--- config.mk ---
export PLATFORM = sky130hd
export DESIGN_NAME = rtlo_regs
export DESIGN_NICKNAME = d
export VERILOG_FILES = /design/src/shared/rtlo_pkg.sv /design/src/core/rtlo_regs.sv
export VERILOG_INCLUDE_DIRS = /design/src /design/src/shared
export SDC_FILE = /design/constraint.sdc
export NUM_CORES = 1
export LEC_CHECK = 0
export ABC_AREA = 1
export BUFFER_PORTS_ARGS = -buffer_cell sky130_fd_sc_hd__buf_2
export CORE_UTILIZATION = 45
export DETAILED_ROUTE_END_ITERATION = 7
export GPL_TIMING_DRIVEN = 0
export PLACE_DENSITY = 0.67
export RECOVER_POWER = 100
export SLEW_MARGIN = 20
export SYNTH_ARGS = -nofsm -noshare
export SYNTH_HDL_FRONTEND = slang
export SYNTH_SLANG_ARGS = --single-unit
--- constraint.sdc ---
create_clock -name i_sys_clk -period 5 [get_ports i_sys_clk]
set_input_delay 0.5 -clock i_sys_clk [delete_from_list [all_inputs] [get_ports i_sys_clk]]
set_output_delay 0.5 -clock i_sys_clk [all_outputs]
set_load 0.01 [all_outputs]
--- src/shared/rtlo_consts.svh ---
// register offsets, reset values and field positions of the remote bank
// assumes inclusion by the core module only
`ifndef RTLO_CONSTS_SVH
`define RTLO_CONSTS_SVH
`define RTLO_RD_LOW_LIMIT 8'h08
`define RTLO_WR_LOW_LIMIT 8'h0e
`define RTLO_WR_ONE_SHOT 8'h0f
`define RTLO_RD_RESULT_HI 8'h01
`define RTLO_RD_RESULT_LO 8'h10
`define RTLO_OFFSET_HI 8'h11
`define RTLO_OFFSET_LO 8'h12
`define RTLO_RST_BYTE 8'h00
`define RTLO_FRAC_MSB 7
`define RTLO_FRAC_LSB 4
`define RTLO_FRAC_MASK 8'hf0
`define RTLO_EXT_BIAS 12'h400
`define RTLO_STD_MAX 12'h7f0
`define RTLO_EXT_MAX 12'hbf0
`endif

--- src/shared/rtlo_pkg.sv ---
// types shared by the remote limit and offset register bank
// assumes no surroundings
package rtlo_pkg;
    typedef enum logic [2:0] {
        RTLO_RUN = 3'b001,
        RTLO_STOP = 3'b010,
        RTLO_SHOT = 3'b100
    } rtlo_mode_t;
    typedef enum logic [2:0] {
        RTLO_FREE = 3'b001,
        RTLO_HOLD_LO = 3'b010,
        RTLO_HOLD_HI = 3'b100
    } rtlo_lock_t;
endpackage

--- src/core/rtlo_regs.sv ---
// remote low limit, one-shot, result and offset register bank
// assumes a serial front end giving one-cycle read/write pointer strobes
// and a conversion engine pulsing i_conv_done with a signed 12-bit sample
//
// Behaviour
// - low limit upper byte, separate read/write pointers
// - compare each finished result with low limit
// - one-shot write in shutdown starts one conversion
// - result fraction in bits seven to four
// - result low byte updated unless locked
// - upper byte read first locks low byte
// - low byte read first locks upper byte
// - reading other register releases the lock
// - offset added to every remote conversion
// - offset uses result format, may be negative
// - offset upper byte is integer degrees
// - offset low byte holds four fraction bits
// - shutdown stops after current conversion
// - range bit selects standard or extended format
`timescale 1ns/1ps
`include "rtlo_consts.svh"
module rtlo_regs
    import rtlo_pkg::*;
(
    input wire logic i_sys_clk,
    input wire logic i_rst,
    input wire logic i_wr,
    input wire logic [7:0] i_wr_ptr,
    input wire logic [7:0] i_wr_data,
    input wire logic i_rd,
    input wire logic [7:0] i_rd_ptr,
    output logic [7:0] o_rd_data,
    input wire logic i_shutdown_control,
    input wire logic i_range_ext,
    input wire logic i_conv_done,
    input wire logic [11:0] i_conv_raw,
    output logic o_conv_start,
    output logic o_converting,
    output logic [7:0] o_result_upper,
    output logic o_below_low_limit
);
    logic [7:0] limit_hi, next_limit_hi;
    logic [7:0] ofs_hi, next_ofs_hi;
    logic [3:0] ofs_lo, next_ofs_lo;
    logic [7:0] res_hi, next_res_hi;
    logic [3:0] res_lo, next_res_lo;
    logic [7:0] rd_data, next_rd_data;
    logic below, next_below;
    logic start, next_start;
    rtlo_mode_t mode, next_mode;
    rtlo_lock_t lock, next_lock;
    logic signed [12:0] sum;
    logic signed [12:0] bias;
    logic [11:0] stored;
    logic rd_hi_first, rd_lo_first;

    // extended format bias as a signed term
    assign bias = $signed({1'b0, `RTLO_EXT_BIAS});
    // a first-half read in an update cycle freezes the other half as well
    assign rd_hi_first = i_rd && i_rd_ptr == `RTLO_RD_RESULT_HI &&
                         lock != RTLO_HOLD_HI;
    assign rd_lo_first = i_rd && i_rd_ptr == `RTLO_RD_RESULT_LO &&
                         lock != RTLO_HOLD_LO;

    // offset in result format, sign-extended and added
    always_comb begin
        sum = $signed({i_conv_raw[11], i_conv_raw}) +
              $signed({ofs_hi[7], ofs_hi, ofs_lo});
        stored = sum[11:0];
        if (i_range_ext) begin
            if (sum < -bias)
                stored = 12'h000;
            else if (sum > $signed({1'b0, `RTLO_EXT_MAX}) - bias)
                stored = `RTLO_EXT_MAX;
            else
                stored = 12'(sum + bias);
        end else begin
            if (sum < 0)
                stored = 12'h000;
            else if (sum > $signed({1'b0, `RTLO_STD_MAX}))
                stored = `RTLO_STD_MAX;
        end
    end

    always_comb begin
        next_limit_hi = limit_hi;
        next_ofs_hi = ofs_hi;
        next_ofs_lo = ofs_lo;
        next_res_hi = res_hi;
        next_res_lo = res_lo;
        next_rd_data = rd_data;
        next_below = below;
        next_lock = lock;
        if (i_wr) begin
            unique case (i_wr_ptr)
                `RTLO_WR_LOW_LIMIT: next_limit_hi = i_wr_data;
                `RTLO_OFFSET_HI: next_ofs_hi = i_wr_data;
                `RTLO_OFFSET_LO: next_ofs_lo =
                    i_wr_data[`RTLO_FRAC_MSB:`RTLO_FRAC_LSB];
                default: ;
            endcase
        end
        if (i_conv_done) begin
            if (lock != RTLO_HOLD_HI && !rd_lo_first)
                next_res_hi = stored[11:4];
            if (lock != RTLO_HOLD_LO && !rd_hi_first)
                next_res_lo = stored[3:0];
            next_below = stored[11:4] < limit_hi;
        end
        if (i_rd) begin
            unique case (i_rd_ptr)
                `RTLO_RD_LOW_LIMIT: next_rd_data = limit_hi;
                `RTLO_RD_RESULT_HI: next_rd_data = res_hi;
                `RTLO_RD_RESULT_LO:
                    next_rd_data = {res_lo, 4'h0};
                `RTLO_OFFSET_HI: next_rd_data = ofs_hi;
                `RTLO_OFFSET_LO: next_rd_data = {ofs_lo, 4'h0};
                default: next_rd_data = `RTLO_RST_BYTE;
            endcase
            if (i_rd_ptr == `RTLO_RD_RESULT_HI)
                next_lock = (lock == RTLO_HOLD_HI) ? RTLO_FREE
                                                   : RTLO_HOLD_LO;
            else if (i_rd_ptr == `RTLO_RD_RESULT_LO)
                next_lock = (lock == RTLO_HOLD_LO) ? RTLO_FREE
                                                   : RTLO_HOLD_HI;
            else
                next_lock = RTLO_FREE;
        end
    end

    // conversion sequencing
    always_comb begin
        next_mode = mode;
        next_start = 1'b0;
        unique case (mode)
            RTLO_RUN: begin
                if (i_conv_done && i_shutdown_control)
                    next_mode = RTLO_STOP;
                else if (i_conv_done)
                    next_start = 1'b1;
            end
            RTLO_STOP: begin
                if (!i_shutdown_control) begin
                    next_mode = RTLO_RUN;
                    next_start = 1'b1;
                end else if (i_wr && i_wr_ptr == `RTLO_WR_ONE_SHOT) begin
                    next_mode = RTLO_SHOT;
                    next_start = 1'b1;
                end
            end
            RTLO_SHOT: begin
                if (i_conv_done)
                    next_mode = i_shutdown_control ? RTLO_STOP : RTLO_RUN;
                if (i_conv_done && !i_shutdown_control)
                    next_start = 1'b1;
            end
            default: next_mode = RTLO_STOP;
        endcase
    end

    always_ff @(posedge i_sys_clk) begin
        if (i_rst) begin
            limit_hi <= `RTLO_RST_BYTE;
            ofs_hi <= `RTLO_RST_BYTE;
            ofs_lo <= 4'h0;
            res_hi <= `RTLO_RST_BYTE;
            res_lo <= 4'h0;
            rd_data <= `RTLO_RST_BYTE;
            below <= 1'b0;
            lock <= RTLO_FREE;
            mode <= RTLO_STOP;
            start <= 1'b0;
        end else begin
            limit_hi <= next_limit_hi;
            ofs_hi <= next_ofs_hi;
            ofs_lo <= next_ofs_lo;
            res_hi <= next_res_hi;
            res_lo <= next_res_lo;
            rd_data <= next_rd_data;
            below <= next_below;
            lock <= next_lock;
            mode <= next_mode;
            start <= next_start;
        end
    end

    assign o_rd_data = rd_data;
    assign o_conv_start = start;
    assign o_converting = (mode != RTLO_STOP);
    assign o_result_upper = res_hi;
    assign o_below_low_limit = below;

    // checks
    property p_shot;
        @(posedge i_sys_clk) disable iff (i_rst)
        (mode == RTLO_STOP && i_shutdown_control && i_wr &&
         i_wr_ptr == `RTLO_WR_ONE_SHOT) |=> o_conv_start;
    endproperty
    a_shot: assert property (p_shot) else $error("one-shot missed");
    property p_no_shot_run;
        @(posedge i_sys_clk) disable iff (i_rst)
        (mode == RTLO_SHOT && !i_conv_done) |=> !o_conv_start;
    endproperty
    a_no_shot_run: assert property (p_no_shot_run)
        else $error("extra start");
    property p_sd_stop;
        @(posedge i_sys_clk) disable iff (i_rst)
        (mode == RTLO_RUN && i_conv_done && i_shutdown_control) |=>
            (!o_converting && !o_conv_start);
    endproperty
    a_sd_stop: assert property (p_sd_stop)
        else $error("no stop after conversion in shutdown");
    property p_lo_locked;
        @(posedge i_sys_clk) disable iff (i_rst)
        (lock == RTLO_HOLD_LO && !i_rd) |=> $stable(res_lo);
    endproperty
    a_lo_locked: assert property (p_lo_locked)
        else $error("low byte changed while locked");
    property p_pair_lo;
        @(posedge i_sys_clk) disable iff (i_rst)
        (i_conv_done && rd_hi_first) |=> $stable(res_lo);
    endproperty
    a_pair_lo: assert property (p_pair_lo)
        else $error("low byte changed in upper byte read cycle");
    property p_hi_locked;
        @(posedge i_sys_clk) disable iff (i_rst)
        (lock == RTLO_HOLD_HI && !i_rd) |=> $stable(res_hi);
    endproperty
    a_hi_locked: assert property (p_hi_locked)
        else $error("upper byte changed while locked");
    property p_pair_hi;
        @(posedge i_sys_clk) disable iff (i_rst)
        (i_conv_done && rd_lo_first) |=> $stable(res_hi);
    endproperty
    a_pair_hi: assert property (p_pair_hi)
        else $error("upper byte changed in low byte read cycle");
    property p_release;
        @(posedge i_sys_clk) disable iff (i_rst)
        (i_rd && i_rd_ptr != `RTLO_RD_RESULT_HI &&
         i_rd_ptr != `RTLO_RD_RESULT_LO) |=> lock == RTLO_FREE;
    endproperty
    a_release: assert property (p_release)
        else $error("lock not released");
    property p_update;
        @(posedge i_sys_clk) disable iff (i_rst)
        (i_conv_done && lock == RTLO_FREE && !rd_hi_first) |=>
            res_lo == $past(stored[3:0]);
    endproperty
    a_update: assert property (p_update)
        else $error("result not updated");
    property p_nibble;
        @(posedge i_sys_clk) disable iff (i_rst)
        (i_rd && i_rd_ptr != `RTLO_OFFSET_HI &&
         i_rd_ptr != `RTLO_RD_LOW_LIMIT &&
         i_rd_ptr != `RTLO_RD_RESULT_HI) |=> o_rd_data[3:0] == 4'h0;
    endproperty
    a_nibble: assert property (p_nibble)
        else $error("low nibble not zero");
    property p_lo_rd;
        @(posedge i_sys_clk) disable iff (i_rst)
        (i_rd && i_rd_ptr == `RTLO_RD_RESULT_LO) |=>
            o_rd_data == {$past(res_lo), 4'h0};
    endproperty
    a_lo_rd: assert property (p_lo_rd)
        else $error("result fraction read wrong");
    property p_limit_rd;
        @(posedge i_sys_clk) disable iff (i_rst)
        (i_rd && i_rd_ptr == `RTLO_RD_LOW_LIMIT) |=>
            o_rd_data == $past(limit_hi);
    endproperty
    a_limit_rd: assert property (p_limit_rd)
        else $error("limit read wrong");
    property p_limit_wr;
        @(posedge i_sys_clk) disable iff (i_rst)
        (i_wr && i_wr_ptr == `RTLO_WR_LOW_LIMIT) |=>
            limit_hi == $past(i_wr_data);
    endproperty
    a_limit_wr: assert property (p_limit_wr)
        else $error("limit write lost");
    property p_ofs_wr;
        @(posedge i_sys_clk) disable iff (i_rst)
        (i_wr && i_wr_ptr == `RTLO_OFFSET_LO) |=>
            ofs_lo == $past(i_wr_data[7:4]);
    endproperty
    a_ofs_wr: assert property (p_ofs_wr)
        else $error("offset fraction write lost");
    property p_compare;
        @(posedge i_sys_clk) disable iff (i_rst)
        i_conv_done |=> o_below_low_limit == ($past(stored[11:4]) <
                                               $past(limit_hi));
    endproperty
    a_compare: assert property (p_compare)
        else $error("compare wrong");
    property p_std_clamp;
        @(posedge i_sys_clk) disable iff (i_rst)
        (i_conv_done && !i_range_ext && lock != RTLO_HOLD_HI &&
         !rd_lo_first) |=> {res_hi, 4'h0} <= `RTLO_STD_MAX;
    endproperty
    a_std_clamp: assert property (p_std_clamp)
        else $error("standard range exceeded");
    c_shot: cover property (@(posedge i_sys_clk) mode == RTLO_SHOT);
    c_lock_hi: cover property (@(posedge i_sys_clk) lock == RTLO_HOLD_HI);
    c_lock_lo: cover property (@(posedge i_sys_clk)
        lock == RTLO_HOLD_LO ##1 lock == RTLO_FREE);
    c_below: cover property (@(posedge i_sys_clk) o_below_low_limit);
endmodule // rtlo_regs

==> implementation parameters <==
Parameter                              Value

Worst hold path
  Capture endpoint of the worst hold path ... limit_hi[1]
  Start point of the worst hold path ... i_rst
  Class of the worst hold path ... input pin to flip-flop
  Hold Path Depth ... 2

STA
  Slew at the pin with the worst max-slew slack ... 724.5 ps
  Count of final max-slew check failures ... 0
  Maximum clock rate ... 239.3 MHz
  Final setup slack of the worst path ... 820.4 ps
  Max-Slew Margin vs Limit ... 0.5094
  Fraction of the cycle the final worst path needs ... 0.8359
  Final min period ... 4180 ps
  Final hold violation count ... 0
  Worst-case clock skew ... 8.415 ps
  Unrepaired setup endpoints after global routing ... no
  Count of final setup violators ... 0
  Accumulated negative setup slack ... 0 ps

Flow run
  Max cap viols ... 0

CTS
  Setup fix buffers added after clock tree synthesis ... 0
  Resize count post-CTS ... 0
  Number of buffers between clock root and the deepest sink ... 2
  # hold bufs at CTS ... 0
  Worst-path clk slew ... 90 ps
  Total clock buffers created by CTS ... 5
  Source-to-sink clock delay at the later pin of the worst-skew pair ... 300 ps
  H-tree depth reported by CTS ... 2
  Clk sinks ... 48
  Clock tree from TritonCTS ... built
  Clock root buffer master ... sky130_fd_sc_hd__clkbuf_8

Critical path
  Cell depth of the worst flop-to-flop path ... 28
  Worst path required time ... 5250 ps
  Critical Path Sink Type ... flip-flop
  Setup CP Type ... flip-flop to flip-flop
  RR Startpoint ... ofs_lo[0]
  Biggest cell delay along the critical path ... 420 ps
  Slowest-stage cell, CP ... sky130_fd_sc_hd__dfxtp_1
  Critical path arrival ... 4430 ps
  R2R Path End ... o_below_low_limit
  Critical path launch point type ... flip-flop
  Register-to-Register Setup Slack ... 820 ps
  Critical path fanouts, max ... 6

Global routing
  Tot GR Track Use ... 0.2432
  Leftover overflow at the end of global routing ... 0
  Maximum number of pins on one net before global-route repair ... 15
  Wire length of the first global-routing pass ... 13.97 mm
  Number of antenna violations at the first check in global routing ... 0
  Vias in the first global route ... 2980

Placement
  Final Wtd Congestion ... 0.8688
  Placed cells ... 650
  Number of port buffers ... 60
  HPWL after DPL ... 7.135 mm
  Worst setup slack before clock tree synthesis ... 753.5 ps

Floorplanning
  X dimension of the die ... 86.44 um
  Number of rows in the core area ... 30
  Initial cell density of the core ... 0.4696
  Core ar. ... 6832 um2
  Die area ... 7471 um2
  Boundary pin count ... 62
  Die height ... 86.44 um

Synthesis
  Synthesized cell area ... 3208 um2
  Warnings from Yosys ... 0
  Synthesized area divided by synthesized cell count ... 6.494 um2
  Most frequent cell after synthesis ... sky130_fd_sc_hd__nand2_1
  Top flip-flop cell by instance count after synthesis ... sky130_fd_sc_hd__dfxtp_1
  Synthesized instance count ... 494
  Number of enable flip-flop cells after synthesis ... 0
  #FFs+latches synth ... 48
  Library cell with the largest summed area after synthesis ... sky130_fd_sc_hd__dfxtp_1
  Syn_nets ... 558
  Sequential area share after synthesis ... 0.2995
  Share of Yosys cell area claimed by the top area cell type ... 0.2995
  Cells taking the most area after synthesis ... sky130_fd_sc_hd__dfxtp_1, sky130_fd_sc_hd__nand2_1, sky130_fd_sc_hd__inv_1, sky130_fd_sc_hd__ha_1, sky130_fd_sc_hd__a21oi_1
  Proportion of register bits with asynchronous set or reset after synthesis ... 0
  Post-synthesis cell type count ... 37
  Top cells by count, synth ... sky130_fd_sc_hd__nand2_1, sky130_fd_sc_hd__inv_1, sky130_fd_sc_hd__dfxtp_1

Cells and area
  Number of cells in the finished layout apart from fillers ... 658
  Number of nets in the final layout ... 625
  Sequential cell area ... 960.9 um2
  # diodes ... 0
  Area overhead of the layout relative to synthesis ... 15.91%
  Area occupied by multi-input gates ... 1878 um2
  Share of layout cells above drive strength 1 ... 0.1192
  Number of fillers in the final layout ... 735

Detailed routing
  Count of antenna-violating nets left after detailed routing ... 0
  Routed vias ... 3433
  Starting DRT DRC Count ... 265
  Drt wl/cell ... 13.28 um
  Via density per instance ... 5.217
  Length of the first detailed-routing pass in iterations ... 4
  Final Routed Wirelength ... 8.735 mm
  DRC errors left ... 0

Pwr
  Power per standard cell area ... 249.1 nW/um2
  Final Power ... 0.0009264 W
  VDD IR max ... 0.0001655 V
  Leakage power ... 1.767 nW

Run status
  Outcome ... finished, final reports clean
-- power breakdown --
| part | internal, W | switching, W | total, W |
|---|---|---|---|
| Sequential | 0.000405 | 0.0000159 | 0.000421 |
| Combinational | 0.0000715 | 0.000129 | 0.000201 |
| Clock | 0.000176 | 0.000128 | 0.000305 |
-- flip-flops by register name, summed over array words and instances, names as in the netlist, 3 cells and up --
name,flops
limit_hi,8
o_rd_data,8
o_result_upper,8
ofs_hi,8
ofs_lo,4
res_lo,4
lock,3
mode,3
-- cell type report --
type,instances,share of cell area
Buffer,10,0.01009
Clock buffer,7,0.02591
Clock inverter,1,0.008075
Inverter,85,0.08580
Multi-Input combinational cell,351,0.5050
Sequential cell,48,0.2584
Tap cell,96,0.03230
Timing Repair Buffer,60,0.07436
-- worst max-delay path by stage --
stage,end,slack [ps],from
2_1_floorplan,o_below_low_limit,1290,i_conv_raw[6]
3_3_place_gp,o_below_low_limit,770,i_conv_raw[6]
3_5_place_dp,o_below_low_limit,750,i_conv_raw[5]
4_1_cts,o_below_low_limit,930,ofs_hi[2]
5_1_grt,o_below_low_limit,500,ofs_lo[0]
6_report,o_below_low_limit,820,ofs_lo[0]
-- cell families (layout without fill, tap and decap cells) --
kind of cell | count (synthesis) | count (layout) | synth area share
AO/OA/AOI/OAI | 111 | 111 | 0.2040
flip-flops | 48 | 48 | 0.2995
XOR/XNOR | 2 | 2 | 0.01014
buffers and inverters | 95 | 163 | 0.1112
adder cells (fa/ha/maj) | 21 | 21 | 0.08424
AND/OR/NAND/NOR | 217 | 217 | 0.2910
-- critical path, delay by kind of cell, from the launching register on --
| family | cells | cell delay [ps] |
|---|---|---|
| simple gates | 15 | 1550 |
| fa+ha+maj | 4 | 1070 |
| compound gates | 4 | 630 |
| flops | 1 | 420 |
| buf+inv | 5 | 480 |
-- cell usage in the layout (no fill, tap or decap), drive strengths merged, types with 2 or more instances in the layout --
master / n
clkbuf: 36
ha: 20
o221ai: 2
a21oi: 50
nand3: 26
a21o: 2
o21ai: 34
nand4: 5
buf: 41
xor2: 2
dfxtp: 48
nand2: 117
nor2: 47
a211oi: 12
nor3: 16
nor3b: 2
inv: 85
o211ai: 2
a221oi: 4
-- per-stage QoR --
step,instance area (um2),hold WS [ps],util
6_report,3719,442.6,0.5443
3_5_place_dp,3628,451.9,0.5311
2_1_floorplan,3208,445.4,-
4_1_cts,3755,436.7,0.5496
5_1_grt,3719,438.4,0.5443
3_3_place_gp,3628,452.0,0.5311
-- per-layer routing --
| metal | wire length [um] | global-route usage | part of all wire |
|---|---|---|---|
| met5 | 0 | 0 | 0 |
| met4 | 182 | 0.08939 | 0.021 |
| met3 | 433 | 0.03619 | 0.050 |
| met2 | 3798 | 0.3810 | 0.43 |
| met1 | 4321 | 0.3390 | 0.49 |
Power figures use the tool's default switching activity.
